$ cat config.mk
export PLATFORM = sky130hd
export DESIGN_NAME = timer8_compare_waveform
export DESIGN_NICKNAME = d
export VERILOG_FILES = /design/src/hdl/timer8_pkg.sv /design/src/hdl/timer8_compare_waveform.sv
export VERILOG_INCLUDE_DIRS = /design/src /design/src/hdl
export SDC_FILE = /design/constraint.sdc
export NUM_CORES = 1
export LEC_CHECK = 0
export ABC_AREA = 1
export ABC_CLOCK_PERIOD_IN_PS = 3000
export BUFFER_PORTS_ARGS = -buffer_cell sky130_fd_sc_hd__buf_2
export CORE_ASPECT_RATIO = 0.9
export CORE_MARGIN = 2
export CORE_UTILIZATION = 40
export DETAILED_ROUTE_END_ITERATION = 8
export MAX_ROUTING_LAYER = met4
export SLEW_MARGIN = 40
export SYNTH_ARGS = -nofsm -noshare
export SYNTH_HDL_FRONTEND = slang
export SYNTH_SLANG_ARGS = --single-unit
$ cat constraint.sdc
create_clock -name mclk -period 3 [get_ports mclk]
set_input_delay 0.3 -clock mclk [delete_from_list [all_inputs] [get_ports mclk]]
set_output_delay 0.3 -clock mclk [all_outputs]
set_load 0.05 [all_outputs]
$ cat src/hdl/timer8_cfg.svh
`ifndef TIMER8_CFG_SVH
`define TIMER8_CFG_SVH

// ----------------------------------------
// Counter limits and reset values
// ----------------------------------------
`define CNT_BOTTOM    8'h00
`define CNT_MAX       8'hff
`define CNT_RST       8'h00
`define CMP_RST       8'h00
`define OUT_RST       1'b0

// ----------------------------------------
// Waveform mode codes
// ----------------------------------------
`define WGM_NORMAL    2'h0
`define WGM_PCPWM     2'h1
`define WGM_CLEAR     2'h2
`define WGM_FASTPWM   2'h3

// ----------------------------------------
// Compare output mode codes
// ----------------------------------------
`define COM_NONE      2'h0
`define COM_TOGGLE    2'h1
`define COM_CLEAR     2'h2
`define COM_SET       2'h3

// ----------------------------------------
// Clock select codes and prescale divisor masks
// ----------------------------------------
`define CS_STOP       3'h0
`define CS_DIV1       3'h1
`define CS_DIV8       3'h2
`define CS_DIV64      3'h3
`define CS_DIV256     3'h4
`define CS_DIV1024    3'h5
`define PRE_DIV8      10'h007
`define PRE_DIV64     10'h03f
`define PRE_DIV256    10'h0ff
`define PRE_DIV1024   10'h3ff

`endif

$ cat src/hdl/timer8_pkg.sv
package timer8_pkg;

  // Waveform generation modes
  typedef enum logic [1:0] {
    WM_NORMAL  = 2'b00,
    WM_PCPWM   = 2'b01,
    WM_CLEAR   = 2'b10,
    WM_FASTPWM = 2'b11
  } waveform_mode_t;

  // Control bits written by software
  typedef struct packed {
    logic [1:0]     compare_output_mode;
    waveform_mode_t waveform_mode_select;
    logic [2:0]     clock_select;
  } timer_ctrl_t;

  // Status reported back to software
  typedef struct packed {
    logic       overflow_flag;
    logic       compare_match_flag;
    logic [7:0] count_value;
  } timer_status_t;

endpackage
$ cat src/hdl/timer8_compare_waveform.sv
`timescale 1ns/1ps
`include "timer8_cfg.svh"
module timer8_compare_waveform
  import timer8_pkg::*;
(
  // Clock and reset
  input  wire logic                     mclk,
  input  wire logic                     rst_n,
  // Control
  input  wire timer8_pkg::timer_ctrl_t  ctrl,
  input  wire logic                     force_compare_strobe,
  // Count and compare writes
  input  wire logic                     count_wr,
  input  wire logic [7:0]               count_wdata,
  input  wire logic                     compare_wr,
  input  wire logic [7:0]               compare_wdata,
  // Output state preset
  input  wire logic                     out_preset_wr,
  input  wire logic                     out_preset_val,
  // Flag acknowledges
  input  wire logic                     overflow_ack,
  input  wire logic                     compare_match_ack,
  // Port pin
  input  wire logic                     port_out_bit,
  input  wire logic                     compare_pin_direction_bit,
  input  wire logic                     pin_in,
  output logic                          pin_out,
  output logic                          pin_oe_n,
  output logic                          pin_in_sync,
  // Status
  output timer8_pkg::timer_status_t     status,
  output logic [7:0]                    compare_value,
  output logic                          compare_output_state
);
  import timer8_pkg::*;

  // ----------------------------------------
  // State registers
  // ----------------------------------------
  logic [9:0] pre_q, pre_d;
  logic [7:0] cnt_q, cnt_d;
  logic [7:0] cmp_q, cmp_d;
  logic [7:0] cmpbuf_q, cmpbuf_d;
  logic       out_q, out_d;
  logic       ovf_q, ovf_d;
  logic       ocf_q, ocf_d;
  logic       blk_q, blk_d;
  logic [1:0] pin_sync_q;

  logic       tick;
  logic       match;
  logic       pwm;
  logic [9:0] pre_mask;
  logic       pre_run;
  logic       at_top;
  logic       hit;
  logic       toggle_off;

  // Prescale divisor mask from clock select
  function automatic logic [9:0] pre_mask_f(input logic [2:0] cs);
    case (cs)
      `CS_DIV8:    pre_mask_f = `PRE_DIV8;
      `CS_DIV64:   pre_mask_f = `PRE_DIV64;
      `CS_DIV256:  pre_mask_f = `PRE_DIV256;
      `CS_DIV1024: pre_mask_f = `PRE_DIV1024;
      default:     pre_mask_f = 10'h000;
    endcase
  endfunction

  // Compare output action on a match or force
  function automatic logic out_action_f(input logic [1:0] com, input logic cur);
    case (com)
      `COM_TOGGLE: out_action_f = ~cur;
      `COM_CLEAR:  out_action_f = 1'b0;
      `COM_SET:    out_action_f = 1'b1;
      default:     out_action_f = cur;
    endcase
  endfunction

  // ----------------------------------------
  // Prescaler and match decode
  // ----------------------------------------
  // Undefined clock select codes stop the timer like code zero
  assign pre_mask   = pre_mask_f(ctrl.clock_select);
  assign pre_run    = (ctrl.clock_select != `CS_STOP) && (ctrl.clock_select <= `CS_DIV1024);
  assign tick       = pre_run && ((pre_q & pre_mask) == pre_mask);
  assign pwm        = ctrl.waveform_mode_select[0];
  assign match      = (cnt_q == cmp_q);
  assign at_top     = (cnt_q == `CNT_MAX);
  // Match event, suppressed on the tick right after a count write
  assign hit        = tick && match && !blk_q;
  // Toggle action refused in phase-correct mode
  assign toggle_off = (ctrl.waveform_mode_select == WM_PCPWM)
                      && (ctrl.compare_output_mode == `COM_TOGGLE);

  // ----------------------------------------
  // Prescale counter
  // ----------------------------------------
  // Held at zero while stopped, so a restart begins a full period
  always_comb begin
    pre_d = pre_run ? pre_q + 10'h001 : 10'h000;
  end

  always_ff @(posedge mclk or negedge rst_n) begin
    if (!rst_n) begin
      pre_q <= 10'h000;
    end else begin
      pre_q <= pre_d;
    end
  end

  // ----------------------------------------
  // Counter sequence
  // ----------------------------------------
  // Steps per waveform mode only; software write has priority
  always_comb begin
    cnt_d = cnt_q;
    blk_d = blk_q;
    if (tick) begin
      case (ctrl.waveform_mode_select)
        WM_CLEAR: begin
          cnt_d = match ? `CNT_BOTTOM : cnt_q + 8'h01;
        end
        WM_FASTPWM: begin
          cnt_d = cnt_q + 8'h01;
        end
        WM_PCPWM: begin
          cnt_d = cnt_q + 8'h01;
        end
        default: begin
          cnt_d = cnt_q + 8'h01;
        end
      endcase
      blk_d = 1'b0;
    end
    // Software count write, blocks match on next tick
    if (count_wr) begin
      cnt_d = count_wdata;
      blk_d = 1'b1;
    end
  end

  always_ff @(posedge mclk or negedge rst_n) begin
    if (!rst_n) begin
      cnt_q <= `CNT_RST;
      blk_q <= 1'b0;
    end else begin
      cnt_q <= cnt_d;
      blk_q <= blk_d;
    end
  end

  // ----------------------------------------
  // Compare value and its buffer
  // ----------------------------------------
  // Direct write outside fast PWM; buffered there
  always_comb begin
    cmp_d    = cmp_q;
    cmpbuf_d = cmpbuf_q;
    if (compare_wr) begin
      if (ctrl.waveform_mode_select == WM_FASTPWM) begin
        cmpbuf_d = compare_wdata;
      end else begin
        cmp_d    = compare_wdata;
        cmpbuf_d = compare_wdata;
      end
    end
    // Buffered value applied at the top of the PWM cycle
    if (tick && at_top && ctrl.waveform_mode_select == WM_FASTPWM) begin
      cmp_d = cmpbuf_q;
    end
  end

  always_ff @(posedge mclk or negedge rst_n) begin
    if (!rst_n) begin
      cmp_q    <= `CMP_RST;
      cmpbuf_q <= `CMP_RST;
    end else begin
      cmp_q    <= cmp_d;
      cmpbuf_q <= cmpbuf_d;
    end
  end

  // ----------------------------------------
  // Overflow and match flags
  // ----------------------------------------
  // Clears first, so a same-cycle set wins
  always_comb begin
    ovf_d = ovf_q;
    ocf_d = ocf_q;
    if (overflow_ack) begin
      ovf_d = 1'b0;
    end
    if (compare_match_ack) begin
      ocf_d = 1'b0;
    end
    // Wrap from full scale in every mode except phase-correct
    if (tick && at_top && ctrl.waveform_mode_select != WM_PCPWM) begin
      ovf_d = 1'b1;
    end
    if (hit) begin
      ocf_d = 1'b1;
    end
  end

  always_ff @(posedge mclk or negedge rst_n) begin
    if (!rst_n) begin
      ovf_q <= 1'b0;
      ocf_q <= 1'b0;
    end else begin
      ovf_q <= ovf_d;
      ocf_q <= ocf_d;
    end
  end

  // ----------------------------------------
  // Compare output state
  // ----------------------------------------
  // Priority: preset over force over match over floor
  always_comb begin
    out_d = out_q;
    // Fast PWM: opposite level at the floor
    if (tick && at_top && ctrl.waveform_mode_select == WM_FASTPWM) begin
      if (ctrl.compare_output_mode == `COM_CLEAR) begin
        out_d = 1'b1;
      end else if (ctrl.compare_output_mode == `COM_SET) begin
        out_d = 1'b0;
      end
    end
    // Action uses mode value current at the match
    if (hit && !toggle_off) begin
      out_d = out_action_f(ctrl.compare_output_mode, out_q);
    end
    // Forced match in non-PWM modes, no flag
    if (force_compare_strobe && !pwm) begin
      out_d = out_action_f(ctrl.compare_output_mode, out_q);
    end
    // Preset of output state before the pin is enabled
    if (out_preset_wr) begin
      out_d = out_preset_val;
    end
  end

  always_ff @(posedge mclk or negedge rst_n) begin
    if (!rst_n) begin
      out_q <= `OUT_RST;
    end else begin
      out_q <= out_d;
    end
  end

  // Pin input synchroniser
  always_ff @(posedge mclk or negedge rst_n) begin
    if (!rst_n) begin
      pin_sync_q <= 2'b00;
    end else begin
      pin_sync_q <= {pin_sync_q[0], pin_in};
    end
  end

  // ----------------------------------------
  // Outputs and port override
  // ----------------------------------------
  assign pin_out  = (ctrl.compare_output_mode != `COM_NONE) ? out_q : port_out_bit;
  assign pin_oe_n = ~compare_pin_direction_bit;
  assign pin_in_sync          = pin_sync_q[1];
  assign status               = '{overflow_flag: ovf_q, compare_match_flag: ocf_q,
                                  count_value: cnt_q};
  assign compare_value        = cmp_q;
  assign compare_output_state = out_q;

endmodule

Word level (Yosys, flattened, before mapping)
Index checks and enable logic that the tools add are counted.
{"block": "op_classes", "n_addsub": 2, "n_mux": 23, "bitwise": 3, "n_reduce_logical": 23, "eq_ne": 15, "order_cmp": 1}
{"op": "8-bit 2-to-1 mux", "n": 7}
{"op": "10-bit case mux with 4 select lines", "n": 1}
{"op": "1-bit 2-to-1 mux", "n": 13}
{"op": "10-bit by 1-bit adder with 10-bit output, second input constant", "n": 1}
{"op": "10-bit bitwise AND", "n": 1}
{"op": "10-bit == test", "n": 1}
{"op": "1-bit logical AND", "n": 10}
{"op": "10-bit 2-to-1 mux", "n": 1}
{"op": "2-bit nonzero test", "n": 5}
{"op": "8-bit by 1-bit adder with 8-bit output, second input constant", "n": 1}
{"op": "2-bit == test, second input constant", "n": 4}
{"op": "8-bit == test", "n": 1}
{"op": "8-bit == test, second input constant", "n": 1}
{"op": "3-bit by 2-bit == test with 1-bit output, second input constant", "n": 2}
{"op": "3-bit == test, second input constant", "n": 2}
{"op": "5-bit nonzero test", "n": 1}
{"op": "2-bit by 1-bit == test with 1-bit output, second input constant", "n": 2}
{"op": "2-bit by 1-bit inequality test with 1-bit output, second input constant", "n": 2}
{"op": "2-bit AND reduction", "n": 2}
{"op": "4-bit nonzero test", "n": 1}
{"op": "3-bit less-or-equal comparator, second input constant", "n": 1}
{"op": "1-bit logical NOT", "n": 3}
{"op": "1-bit case mux with 3 select lines", "n": 1}
{"op": "3-bit nonzero test", "n": 1}
{"op": "1-bit inverter", "n": 2}
{"block": "word_totals", "word_cells": 76, "input_bits": 35, "out_inout_bits": 22, "reg_bits": 40}

Depth between registers and ports, before layout
{"block": "depth", "depth_word": 11, "mapped_depth": 13, "mapped_depth_nobuf": 13}

Worst setup path before layout
No wires, ideal clock.
{"block": "synth_timing", "kind": "register -> register", "start": "register cnt_q[0]", "end": "register cmp_q[0] (netlist: compare_value[0])", "setup_time_ps": 131, "slack_ps": 1146, "n_path_buf": 0, "required_time_ps": 2869, "stages_incl_launch_ff": 7, "arrival_time_ps": 1724, "path_cell_list": "dfrtp_1 -> ha_1 -> nand4_1 -> nor4_2 -> nand3b_2 -> nand2_1 -> o211ai_1"}
{"block": "synth_via", "elab_chain_len": 5, "word_cells_on_any_way": 7, "cone_classes": "eq/ne (2); mux (1); reduce/logical (4)"}
{"element": "start, declared", "line": "timer8_compare_waveform.sv:41", "rtl": "logic [7:0] cnt_q, cnt_d;"}
{"element": "start signal, assigned", "line": "timer8_compare_waveform.sv:145", "rtl": "cnt_q <= `CNT_RST;"}
{"element": "start signal, assigned", "line": "timer8_compare_waveform.sv:148", "rtl": "cnt_q <= cnt_d;"}
{"element": "8-bit == test (no source line) (*)"}
{"element": "1-bit logical AND (*) (2 in a row)", "line": "timer8_compare_waveform.sv:169", "rtl": "if (tick && at_top && ctrl.waveform_mode_select == WM_FASTPWM) begin"}
{"element": "2-bit by 1-bit inequality test with 1-bit output (no source line) / 2-bit nonzero test (equally long branches)"}
{"element": "2-bit AND reduction (no source line)"}
{"element": "end signal, assigned", "line": "timer8_compare_waveform.sv:176", "rtl": "cmp_q <= `CMP_RST;"}
{"element": "end signal, assigned", "line": "timer8_compare_waveform.sv:179", "rtl": "cmp_q <= cmp_d;"}
{"element": "end, declared", "line": "timer8_compare_waveform.sv:42", "rtl": "logic [7:0] cmp_q, cmp_d;"}
Every way passes the cells marked *; elsewhere a longest branch is shown, timed or not.
A chain may end at the register's enable or synchronous reset.

Worst setup path after layout
{"block": "layout_timing", "start": "register cnt_q[0]", "end": "register cmp_q[1] (netlist: compare_value[1])"}
The elaborated chain is that of the path after synthesis.

==> reports/metrics.yaml <==
setup_path:
  crit_start: "cnt_q[0]"
  worstSetupPathType: "reg -> reg"
  worstSetupEndpointType: "flop"
  regToRegSetupSlack_ns: 1.18
  critPathRequiredTime_ns: 3.16
  reg2reg_from: "cnt_q[0]"
  reg2reg_depth: 6
  path_max_fanout: 8
  setup.worst_path.start_class: "flop"
  cp_data_arrival_time_ns: 1.98
  worstReg2RegEnd: "compare_value[1]"
drt:
  wl_met2_mm: 2.17
  top_layer: "met4"
  vias: 1985
  ant_nets: 0
  vias_per_cell: 4.89
  wl_mm: 4.92
  first_pass_iters: 4
  drt-wirelength-per-cell_microns: 12.1
  drcViolationCount: 0
  wl_met3_microns: 232
  drtIter0Drc: 103
  wl_met1_mm: 2.46
hold_path:
  hold_class: "in -> async"
pwr:
  peakVddDrop_v: 0.000315
  power_uw: 1360
  powerDensity_nw_per_um2: 521
  power_leakage_uw: 0.00139
timing:
  post-route-min-period_ns: 1.82
  relSlewSlack: 0.658
  holdWs_ns: -0.0118
  timing_hold_violations_final: 24
  setup_slack_ns: 1.18
  rsz0062_at_grt: "no"
  slew_viol_final: 0
  setup_viol: 0
  tns_ns: 0
  clock.fmax_mhz: 550
  finClkSkew_ns: 0.00486
  fin_crit_sh: 0.606
  worstMarginPinSlew_ns: 0.514
cts:
  clkSlewWorstSetupHoldPaths_ns: 0.07
  cts.sinks: 40
  ctsHoldBuffers: 0
  cts-root-buf: "clkbuf_8"
  numCtsBuffers: 5
  cts.htree.levels: 2
  ctsResizeCount: 0
  cts_buffer_depth: 2
  cts_setup_buffers: 0
  clock_latency_ns: 0.28
  cts_tree: "built"
yosys:
  synth_area_leaders: "dfrtp_1 45%, nand2_1 15%, inv_1 6.6%, o211ai_1 4.4%, nand3_1 4.1%"
  synth.distinct_cells: 33
  synthCells: 284
  synthAdderAreaFrac: 0.0114
  synth_compound_area_frac: 0.104
  yosys.area_share.simple: 0.290
  ys_seq_area_frac: 0.455
  yosysTopAreaCellShare: 0.455
  yosys.area.top_type: "dfrtp_1"
  mappedNetlistArea_sq_um: 2200
  syn_nets: 321
  yosys_register_bits: 40
  postSynthAreaPerCell_sq_um: 7.75
  synth_xor_area_frac: 0.00795
  synth_mux_area_frac: 0.0409
  synth_top_family_by_area: "simple AND/OR/NAND/NOR gates"
  ys_warn_count: 0
place:
  place_inst: 401
  dp_hpwl_mm: 3.87
  gp_congestion: 0.754
  pre_cts_slack_ns: 1.20
  io_buffers: 56
grt:
  grt_pass1_wl_mm: 7.80
  track_usage: 0.176
  grt_antenna_before_repair: 0
  grt_pass1_vias: 1706
  grt_overflow: 0
  grt_max_degree: 41
finish:
  fin_cells: 406
  drive_above_1_share: 0.254
  synthToLayoutAreaGrowth_pct: 18.4
  final_util: 0.493
  diodes: 0
  nets: 378
die:
  ioPinCount: 57
  start_util: 0.417
  die_y_microns: 74.4
  die_area_sq_um: 6120
  die_w_microns: 82.2
  design.core.area_sq_um: 5290
  rows: 25
status:
  violations: "negative hold slack"
  status: "complete, but fails checks"
run:
  cap_violations: 0
## state kept, by name, summed over array words and instances, names as in the netlist
name	cells
blk_q	1
cmpbuf_q	8
cnt_q	8
compare_output_state	1
compare_value	8
ocf_q	1
ovf_q	1
pin_sync_q	2
pre_q	10
## kinds of logic after synthesis
kind of cell,Yosys count
AND/OR/NAND/NOR,144
buffers and inverters,51
flip-flops,40
AO/OA/AOI/OAI,37
multiplexers,8
XOR/XNOR,2
adder cells (fa/ha/maj),2
## routing by layer
metal / GRT usage / vias to the layer above
li1: - / 1020
met1: 0.239 / 913
met2: 0.257 / 45
met3: 0.0413 / 7
met4: 0.0611 / 0
met5: - / -
## final cells by class
cell class | count | area, sq um
Tap cell | 67 | 83.8
Fill cell | 540 | 2680
Sequential cell | 40 | 1000
Multi-Input combinational cell | 193 | 1000
Timing Repair Buffer | 56 | 283
Inverter | 45 | 170
Clock buffer | 5 | 68.8
## cell usage in the layout (no fill, tap or decap), drive strengths merged
master	instances
xor2	1
nor4	1
nand3b	1
clkbuf	5
inv	44
o21ai	14
nor2	21
a21boi	1
buf	56
nand2	92
or2	1
o22ai	1
clkinv	1
xnor2	1
nor3	5
ha	2
o221a	1
o211ai	13
a31oi	1
nand4	4
a21oi	6
nand3	19
dfrtp	40
mux2	8
## cell usage after synthesis (all sizes together)
cell and count:
nor3 5, ha 2, o22ai 1, or2 1
clkbuf 2, dfrtp 40, nand3b 1, a21oi 6
xnor2 1, nand3 19, a31oi 1, o221a 1
clkinv 1, inv 44, nand4 4, nor2 21
xor2 1, nor4 1, o211ai 13, o21ai 14
nand2 92, mux2 8, a21boi 1, buf 4
## critical path: stages, from the launching register on
cell and delay (ns):
dfrtp_1 0.47, ha_1 0.25, nand4_1 0.16, nor4_2 0.30
nand3b_2 0.14, nand2_1 0.25, o211ai_1 0.12
## stage by stage
step / hold slack [ns] / area [sq um]
after floorplan: 0.00441 / 2200
after global placement: 0.333 / 2530
after detailed placement: 0.316 / 2540
after CTS: 0.00465 / 2610
after global routing: 0.0300 / 2610
final: -0.0118 / 2610
## power breakdown
part	leakage [uW]	internal [uW]	switching [uW]
Sequential	0.000496	595	56.2
Clock	0.0000359	150	167
Combinational	0.000855	117	272
## worst max-delay path by stage
| stage | endpoint | slack (ns) | depth (start not counted) |
|---|---|---|---|
| floorplan | compare_value[0] | 1.15 | 6 |
| finish | compare_value[1] | 1.18 | 6 |
| global placement | compare_value[1] | 1.27 | 6 |
| CTS | compare_value[1] | 1.17 | 6 |
| global route | compare_output_state | 1.00 | 9 |
| detailed placement | compare_value[1] | 1.20 | 6 |
Power figures use the tool's default switching activity.
